==> config.mk <==
export PLATFORM = sky130hd
export DESIGN_NAME = dacbi_host
export DESIGN_NICKNAME = d
export VERILOG_FILES = /design/src/pkg/dacbi_pkg.sv /design/src/logic/dacbi_host.sv
export SDC_FILE = /design/constraint.sdc
export NUM_CORES = 1
export LEC_CHECK = 0
export BUFFER_PORTS_ARGS = -buffer_cell sky130_fd_sc_hd__buf_2
export CAP_MARGIN = 20
export CORE_ASPECT_RATIO = 0.7
export CORE_MARGIN = 2
export CORE_UTILIZATION = 66
export CTS_CLUSTER_DIAMETER = 30
export DETAILED_ROUTE_END_ITERATION = 16
export PLACE_DENSITY = 0.84
export SLEW_MARGIN = 20
export SYNTH_ARGS = -nofsm -noshare
export SYNTH_HDL_FRONTEND = slang
export SYNTH_SLANG_ARGS = --single-unit
==> constraint.sdc <==
create_clock -name clk_sys_in -period 5.9 [get_ports clk_sys_in]
set_clock_uncertainty 0.1 [all_clocks]
set_input_delay 1.77 -clock clk_sys_in [delete_from_list [all_inputs] [get_ports clk_sys_in]]
set_output_delay 1.77 -clock clk_sys_in [all_outputs]
set_load 0.02 [all_outputs]
==> src/pkg/dacbi_pkg.sv <==
// package for the double-buffered converter bus host controller
package dacbi_pkg;
    localparam int unsigned CLK_PERIOD_NS   = 50;    // 20 mhz system clock
    localparam int unsigned STROBE_MIN_NS   = 100;   // least strobe and select width
    localparam int unsigned SETUP_MIN_NS    = 0;     // data setup before strobes
    localparam int unsigned SETTLE_FULL_NS  = 5000;  // full-scale settling
    localparam int unsigned SETTLE_LSB_NS   = 1000;  // midscale one-lsb settling
    // least times round up to whole cycles, never below one
    localparam int unsigned STROBE_CYC =
        ((STROBE_MIN_NS + CLK_PERIOD_NS - 1) / CLK_PERIOD_NS) < 1 ? 1 :
        ((STROBE_MIN_NS + CLK_PERIOD_NS - 1) / CLK_PERIOD_NS);
    localparam int unsigned SETUP_CYC       = 1;     // one cycle of data before strobe
    localparam int unsigned SETTLE_FULL_CYC =
        (SETTLE_FULL_NS + CLK_PERIOD_NS - 1) / CLK_PERIOD_NS;
    localparam int unsigned SETTLE_LSB_CYC  =
        (SETTLE_LSB_NS + CLK_PERIOD_NS - 1) / CLK_PERIOD_NS;
    localparam logic [7:0]  CNT_STROBE      = 8'(STROBE_CYC);
    localparam logic [7:0]  CNT_FULL        = 8'(SETTLE_FULL_CYC);
    localparam logic [7:0]  CNT_LSB         = 8'(SETTLE_LSB_CYC);
    localparam logic [15:0] WORD_RESET      = 16'h0000;
    localparam logic [15:0] MIDSCALE        = 16'h8000;

    // pins driven toward the converter
    typedef struct packed {
        logic        select_n;
        logic        low_byte_strobe;
        logic        high_byte_strobe;
        logic        converter_load_strobe;
        logic [15:0] data;
    } dacbi_pins_s;

    typedef enum logic [2:0] {
        ST_IDLE  = 3'b000,
        ST_SETUP = 3'b001,
        ST_LOW   = 3'b010,
        ST_HIGH  = 3'b011,
        ST_GAP   = 3'b100,
        ST_LOAD  = 3'b101,
        ST_SETTLE= 3'b110
    } dacbi_state_e;
endpackage : dacbi_pkg

==> src/logic/dacbi_host.sv <==
// host controller writing a word into the double-buffered converter
// Functional notes
// - data may appear together with select and byte strobes, zero setup
// - low strobe held high at least 100 ns, falling edge freezes
// - high strobe loads eight upper bits the same way
// - load strobe held high at least 100 ns
// - wait 5 us full-scale or 1 us one-lsb before output valid
// - eight-bit bus: address bits 2,1,0 drive load, high, low strobes
// - sixteen-bit bus: byte strobes tied to bit 0, load to bit 1
// - bytes may load in either order before load strobe
// - select held low at least 100 ns per access
module dacbi_host
    import dacbi_pkg::*;
(
    input  wire logic        clk_sys_in,        // 20 mhz clock
    input  wire logic        reset_in,          // async reset, active high
    input  wire logic        clk_en_in,         // freezes all state while low
    input  wire logic        wide_bus_in,       // 1: 16-bit wiring, 0: 8-bit wiring
    input  wire logic        req_valid_in,      // write request
    input  wire logic [15:0] req_word_in,       // word to convert
    input  wire logic        req_high_first_in, // 8-bit: upper byte first
    input  wire logic        req_no_load_in,    // fill first buffer only
    output logic             req_ready_out,     // high while idle, even with clk_en_in low; a request is taken only while clk_en_in is high
    output logic             out_valid_out,     // output settled after last load
    output logic             select_n_out,      // device select, active low
    output logic             low_byte_strobe_out,       // lower register strobe
    output logic             high_byte_strobe_out,      // upper register strobe
    output logic             converter_load_strobe_out, // second buffer strobe
    output logic [15:0]      data_out           // data pins
);
    dacbi_state_e state;
    dacbi_pins_s  pins;
    logic [7:0]   count;
    logic         second;      // second byte phase in 8-bit mode
    logic         wide;
    logic         high_first;
    logic         no_load;
    logic [15:0]  word;
    logic [15:0]  last_word;   // what the second buffer now holds
    logic [7:0]   settle_cnt;

    // settling count: small steps settle faster
    function automatic logic [7:0] settle_for(input logic [15:0] a, input logic [15:0] b);
        logic [15:0] d;
        d = (a > b) ? (a - b) : (b - a);
        return (d <= 16'h0001) ? CNT_LSB : CNT_FULL;
    endfunction : settle_for

    assign req_ready_out             = (state == ST_IDLE);
    assign select_n_out              = pins.select_n;
    assign low_byte_strobe_out       = pins.low_byte_strobe;
    assign high_byte_strobe_out      = pins.high_byte_strobe;
    assign converter_load_strobe_out = pins.converter_load_strobe;
    assign data_out                  = pins.data;

    // sequencer: select and data first, then each strobe held its least width
    always_ff @(posedge clk_sys_in or posedge reset_in) begin
        if (reset_in) begin
            state      <= ST_IDLE;
            count      <= 8'h00;
            second     <= 1'b0;
            wide       <= 1'b0;
            high_first <= 1'b0;
            no_load    <= 1'b0;
            word       <= WORD_RESET;
            pins       <= '{select_n: 1'b1, low_byte_strobe: 1'b0, high_byte_strobe: 1'b0,
                            converter_load_strobe: 1'b0, data: WORD_RESET};
        end else if (clk_en_in) begin
            unique case (state)
                ST_IDLE: begin
                    if (req_valid_in) begin
                        word          <= req_word_in;
                        wide          <= wide_bus_in;
                        high_first    <= req_high_first_in;
                        no_load       <= req_no_load_in;
                        second        <= 1'b0;
                        pins.select_n <= 1'b0;
                        pins.data     <= wide_bus_in ? req_word_in :
                                         (req_high_first_in ? {2{req_word_in[15:8]}}
                                                            : {2{req_word_in[7:0]}});
                        state         <= ST_SETUP;
                    end
                end
                ST_SETUP: begin
                    // one strobe at a time on a narrow bus avoids the invalid codes
                    if (wide) begin
                        pins.low_byte_strobe  <= 1'b1;
                        pins.high_byte_strobe <= 1'b1;
                    end else if (high_first ^ second) begin
                        pins.high_byte_strobe <= 1'b1;
                    end else begin
                        pins.low_byte_strobe  <= 1'b1;
                    end
                    count <= CNT_STROBE;
                    state <= ST_LOW;
                end
                ST_LOW: begin
                    if (count > 8'h01) begin
                        count <= count - 8'h01;
                    end else begin
                        pins.low_byte_strobe  <= 1'b0; // falling edge freezes
                        pins.high_byte_strobe <= 1'b0;
                        state <= ST_HIGH;
                    end
                end
                ST_HIGH: begin
                    // second byte in either order before the load strobe
                    if (!wide && !second) begin
                        second    <= 1'b1;
                        pins.data <= high_first ? {2{word[7:0]}} : {2{word[15:8]}};
                        state     <= ST_SETUP;
                    end else begin
                        pins.select_n <= 1'b1;
                        state         <= no_load ? ST_IDLE : ST_GAP;
                    end
                end
                ST_GAP: begin
                    // load strobe needs no select on the device side
                    pins.converter_load_strobe <= 1'b1;
                    count <= CNT_STROBE;
                    state <= ST_LOAD;
                end
                ST_LOAD: begin
                    if (count > 8'h01) begin
                        count <= count - 8'h01;
                    end else begin
                        pins.converter_load_strobe <= 1'b0;
                        state <= ST_SETTLE;
                    end
                end
                ST_SETTLE: begin
                    if (settle_cnt == 8'h00) begin
                        state <= ST_IDLE;
                    end
                end
                default: state <= ST_IDLE;
            endcase
        end
    end

    // settling timer and model of the held second-buffer word
    always_ff @(posedge clk_sys_in or posedge reset_in) begin
        if (reset_in) begin
            settle_cnt    <= 8'h00;
            last_word     <= MIDSCALE;
            out_valid_out <= 1'b0;
        end else if (clk_en_in) begin
            if (state == ST_GAP) begin
                settle_cnt    <= settle_for(word, last_word);
                last_word     <= word;
                out_valid_out <= 1'b0;
            end else if (settle_cnt != 8'h00) begin
                settle_cnt <= settle_cnt - 8'h01;
            end else if (state == ST_SETTLE) begin
                out_valid_out <= 1'b1;
            end
        end
    end

    // byte strobes only inside a select window
    property p_strobe_sel;
        @(posedge clk_sys_in) disable iff (reset_in)
        (low_byte_strobe_out || high_byte_strobe_out) |-> !select_n_out;
    endproperty
    a_strobe_sel: assert property (p_strobe_sel) else $error("byte strobe without select");

    property p_low_width;
        @(posedge clk_sys_in) disable iff (reset_in)
        $rose(low_byte_strobe_out) |-> low_byte_strobe_out[*2];
    endproperty
    a_low_width: assert property (p_low_width) else $error("low strobe too short");

    property p_high_width;
        @(posedge clk_sys_in) disable iff (reset_in)
        $rose(high_byte_strobe_out) |-> high_byte_strobe_out[*2];
    endproperty
    a_high_width: assert property (p_high_width) else $error("high strobe too short");

    property p_load_width;
        @(posedge clk_sys_in) disable iff (reset_in)
        $rose(converter_load_strobe_out) |-> converter_load_strobe_out[*2];
    endproperty
    a_load_width: assert property (p_load_width) else $error("load strobe too short");

    property p_no_invalid;
        @(posedge clk_sys_in) disable iff (reset_in)
        !wide |-> !(low_byte_strobe_out && (high_byte_strobe_out || converter_load_strobe_out));
    endproperty
    a_no_invalid: assert property (p_no_invalid) else $error("invalid strobe code");

    property p_select_width;
        @(posedge clk_sys_in) disable iff (reset_in)
        $fell(select_n_out) |-> !select_n_out[*3];
    endproperty
    a_select_width: assert property (p_select_width) else $error("select too short");

    property p_data_stable;
        @(posedge clk_sys_in) disable iff (reset_in || !clk_en_in)
        (low_byte_strobe_out || high_byte_strobe_out) |=> $stable(data_out);
    endproperty
    a_data_stable: assert property (p_data_stable) else $error("data moved under strobe");

    property p_settle;
        @(posedge clk_sys_in) disable iff (reset_in)
        $rose(converter_load_strobe_out) |-> !out_valid_out[*8];
    endproperty
    a_settle: assert property (p_settle) else $error("output valid too early");

    c_narrow: cover property (@(posedge clk_sys_in) disable iff (reset_in)
        !wide && $fell(converter_load_strobe_out));
    c_wide: cover property (@(posedge clk_sys_in) disable iff (reset_in)
        wide && $fell(converter_load_strobe_out));
    c_valid: cover property (@(posedge clk_sys_in) disable iff (reset_in) $rose(out_valid_out));
endmodule : dacbi_host

Yosys cells after proc, flatten, opt, wreduce, memory -nomap -nowiden. Index checks and enable logic that the tools add are counted.

$add $sub $neg: 4. Order comparisons: 3. Equal/unequal tests: 16. Multiplexer cells: 34. Bitwise operators: 1. Reductions and logical operators: 25.

Operator list (count): 2-to-1 mux 16 bit (6); case mux 16 bit (2 select lines) (1); subtractor 16 bit (2); 2-to-1 mux 8 bit (3); case mux 3 bit (7 select lines) (1); 2-to-1 mux 3 bit (6); greater-than comparator 16 bit (1); less-or-equal comparator 16 x 1 -> 1 bit (second input constant) (1); case mux 8 bit (2 select lines) (1); AND reduction 4 bit (4); subtractor 8 x 1 -> 8 bit (second input constant) (2); inequality test 2 bit (second input constant) (7); AND reduction 3 bit (4); nonzero test 2 bit (6); == test 3 bit (second input constant) (3); 2-to-1 mux 1 bit (9); greater-than comparator 8 x 1 -> 1 bit (second input constant) (1); zero test 8 bit (1); nonzero test 8 bit (1); 2-to-1 mux 7 bit (1); == test 3 x 2 -> 1 bit (second input constant) (2); inequality test 3 bit (second input constant) (2); case mux 1 bit (2 select lines) (3); AND reduction 5 bit (1); other kinds (10) (14).

Register bits after elaboration: 76. Bits of input ports: 23. Output and inout bits: 22. Word-level logic and storage cells: 98.

Logic depth before layout (Yosys ltp).
Word-level depth: 5. Mapped depth: 12. Gate-level depth less buffers: 12.

Least setup slack after synthesis. Ideal clock, no wire load.

Kind: input -> register. From: input port clk_en_in. To: register word[10]. Library setup time: 83 ps. Arrival: 2697 ps. Required time: 5717 ps. Slack: 3020 ps. Stages on the path: 6. Buffers on the path: 2. Cell sequence: buf_4 > nand2_1 > nor2_1 > clkbuf_1 > nand2_1 > o21ai_0.

Word-level cells in the longest chain between the ends: 1.

RTL lines: start: declaration (RTL line dacbi_host.sv:17) `input wire logic clk_en_in,`; AND reduction 3 bit (no line); end signal: assignment (RTL line dacbi_host.sv:72) `word <= req_word_in;`; end: declaration (RTL line dacbi_host.sv:38) `logic [15:0] word;`.

Every way passes these cells. A chain may end at the register's enable or synchronous reset.

Worst setup path after layout.
From: register word[7]. To: register settle_cnt[6].

Word-level cells in the longest chain between the ends: 5. Elaborated cells on any way between the ends: 7. Those cells by class: 2 x add/sub; 2 x order compare; 3 x mux.

RTL lines: subtractor 16 bit or greater-than comparator 16 bit (tied branches) (RTL line dacbi_host.sv:45) `d = (a > b) ? (a - b) : (b - a);`; 2-to-1 mux 16 bit (*) (RTL line dacbi_host.sv:45); less-or-equal comparator 16 x 1 -> 1 bit (*) (RTL line dacbi_host.sv:46) `return (d <= 16'h0001) ? CNT_LSB : CNT_FULL;`; 2-to-1 mux 7 bit (*) (RTL line dacbi_host.sv:46); 2-to-1 mux 8 bit (*) (RTL line dacbi_host.sv:148) `if (state == ST_GAP) begin`; end signal: assignment (RTL line dacbi_host.sv:149) `settle_cnt <= settle_for(word, last_word);`; end signal: assignment (RTL line dacbi_host.sv:153) `settle_cnt <= settle_cnt - 8'h01;`; end: declaration (RTL line dacbi_host.sv:40) `logic [7:0] settle_cnt;`.

Mark *: on every way between the ends. The rest lies on a longest branch, timed or not.

==> results by group <==
Yosys
  – Gate Count Post-Synth: 663
  – Top cells by area, synth: dfrtp_1 33%, ha_1 7.7%, nand2_1 6.7%
  – Post-Syn Area per Cell: 8.37 um2
  – Cell with the most instances after synthesis: nand2_1
  – Post-synth top flop: dfrtp_1
  – Commonest cells post-synth: 99 x nand2_1, 74 x dfrtp_1, 57 x o21ai_0
  – Synthesized area: ~0.0055 mm2
  – Post-synthesis sequential area ratio: 0.343
  – Syn Nets: around 720
  – Post-synth EDFFs: 0
  – Area share of the largest cell type after synthesis: 0.334
  – Post-synth cell types: 84
  – Share of flip-flops with an asynchronous set or reset: 1.00
  – #FFs+latches synth: 76
  – Synth Warn #: 0
  – Synth area leader: dfrtp_1

Worst setup path
  – Setup Crit Path Kind: reg2reg
  – Worst Path Max Fanout: 19
  – Crit path DAT: 3.67 ns
  – CP startpoint kind: register
  – Crit. End Element: register
  – Critical path required time: approximately 6.0 ns

STA
  – Min cycle time layout: ~3.6 ns
  – Setup_tns: 0 ns
  – Slew HR: 0.328
  – Fin crit share: 0.605
  – Pins over their slew limit: 0
  – Final setup viols: 0
  – F_max: about 0.28 GHz
  – RSZ-0062 raised after global routing: false
  – Final hold vios: 0
  – Slew @ Worst Pin: 1.01 ns

Floorplan
  – Die H: approximately 81 um
  – Core area: around 0.008 mm2
  – Initial Util: 0.693
  – # IOs: 45
  – Die area: 0.00917 mm2
  – Die Width: between 100 and 150 um
  – Placement Rows: 27

Final layout
  – Area Growth Syn to Fin: 8.46%
  – Diode count: 0
  – Layout cells sized above 1: 0.130
  – Final Net Count: between 700 and 800
  – FILL cells: between 500 and 600

CTS
  – Hold-fix buffers, CTS: 0
  – TritonCTS buffer count: 9
  – Root Driver: clkbuf_16
  – CTS H-tree lvls: 3
  – Clock sink count: 76
  – Maximum clock path buffer count: 2
  – CTS clk-pin slew, worst paths: about 0.06 ns
  – Worst-Skew Late Latency: around 0.34 ns
  – CTS tree: done
  – Post-CTS Setup Bufs: 0
  – PostCTS Resize Cnt: 0

Job
  – Max-cap violations: 0

Routing
  – Initial DRC count: approximately 500
  – DRC: 0
  – Vias per Instance: between 6 and 7
  – Via count: 5246
  – Post-DRT Antenna Nets: 0
  – Drt pass-1 iters: 6
  – DRT Wirelength: between 10000 and 15000 um
  – Routed WL per cell: between 15 and 20 um

Place
  – IO Port Bufs: 44
  – Detailed Place HPWL: 11000 um
  – Gpl congestion: approximately 0.98

Global route
  – Wire length of the first global-routing pass: about 24000 um
  – Total track usage: 0.333
  – Total gr overflow: 0
  – Pin count of the biggest net entering global routing: between 50 and 60
  – Vias in the first global route: 4792
  – Antenna violations before repair: 0

Status
  – Status: finished, final reports clean

Worst hold path
  – Hold/Removal Path Class: reg2reg
[stage by stage]
stage	setup WS (ns)	util	hold slack (ns)	instances	instance area [um2]
6_report	2.33	0.752	0.349	791	6020
5_1_grt	2.12	0.752	0.370	791	6020
4_1_cts	2.39	0.751	0.355	791	6010
3_5_place_dp	2.15	0.717	0.347	775	5740
3_3_place_gp	2.23	0.717	0.347	775	5740
2_1_floorplan	2.09	-	0.328	663	5550
[cells in the final DEF (no fill, tap or decap), types with 5 or more instances in the layout]
master and count:
xor2_1 5, nor2b_1 7, nand3_1 11, inv_1 47, nor2_1 43, buf_2 44
o21a_1 10, o21ai_0 57, o31ai_1 5, nor4_1 9, a311oi_1 18, a31oi_1 7
a21o_1 21, nor3_1 9, mux2i_1 6, ha_1 34, nand2_1 99, nand4_1 9
clkbuf_16 9, a21oi_1 40, nand2b_1 8, a211oi_1 13, dfrtp_1 74, xnor2_1 10
[final cells by class]
type                            count  area, um2  area share
Inverter                           48        180      0.0299
Timing Repair Buffer               46        235      0.0391
Clock buffer                       11        243      0.0403
Clock inverter                      5       27.5     0.00457
Multi-Input combinational cell    504       3300       0.549
Tap cell                          101        126      0.0210
Sequential cell                    76       1900       0.316
[routing by layer]
metal	wire length, um	track usage	vias to the layer above
met5	0	0	-
met4	236	0.0915	0
met3	1420	0.0762	43
met2	6660	0.519	255
met1	6650	0.472	2530
li1	-	-	2418
[state kept, by name (all words and copies together) (netlist names)]
register and cells:
word 16, last_word 16, high_byte_strobe_out 1, no_load 1
state 3, data_out 16, low_byte_strobe_out 1, count 8
high_first 1, out_valid_out 1, settle_cnt 8, wide 1
second 1, converter_load_strobe_out 1, select_n_out 1
[worst paths after layout]
check                           slack (ns)                   endpoint           startpoint  cells after the start
worst max register to register        2.33  settle_cnt[6]$_DFFE_PP0P_  word[7]$_DFFE_PP0P_                     10
max in group asynchronous             3.27   data_out[13]$_DFFE_PP0P_             reset_in                      3
worst min-delay path                  0.35       state[2]$_DFFE_PP0P_  no_load$_DFFE_PP0P_                      1
worst max-delay path                  2.33  settle_cnt[6]$_DFFE_PP0P_  word[7]$_DFFE_PP0P_                     10
worst min register to register        0.35       state[2]$_DFFE_PP0P_  no_load$_DFFE_PP0P_                      1
min in group asynchronous             1.38       count[2]$_DFFE_PP0P_             reset_in                      2
[cells by family (layout without fill, tap and decap cells)]
logic type	Yosys count	after routing	share of synthesized area
DFF	76	76	0.343
AOI/OAI and AO/OA	217	217	0.271
adders and majority gates	36	36	0.0839
xor gates and xnor gates	15	15	0.0237
and+or+nand+nor	226	226	0.196
buffers and inverters	83	110	0.0631
muxes	10	10	0.0189
[critical path: stages, from the launching register on]
cell and delay, ns:
dfrtp_1 0.40, inv_1 0.08, ha_1 0.70, nand4_1 0.34, a21oi_2 0.39, o2111ai_4 0.20
a21bo_2 0.31, mux2i_1 0.13, or3_1 0.33, a211oi_2 0.33, a31oi_1 0.12
Power is left out: the tool's default activity adds up to more than one toggle a clock period on the data nets, which glitch-free logic cannot reach.
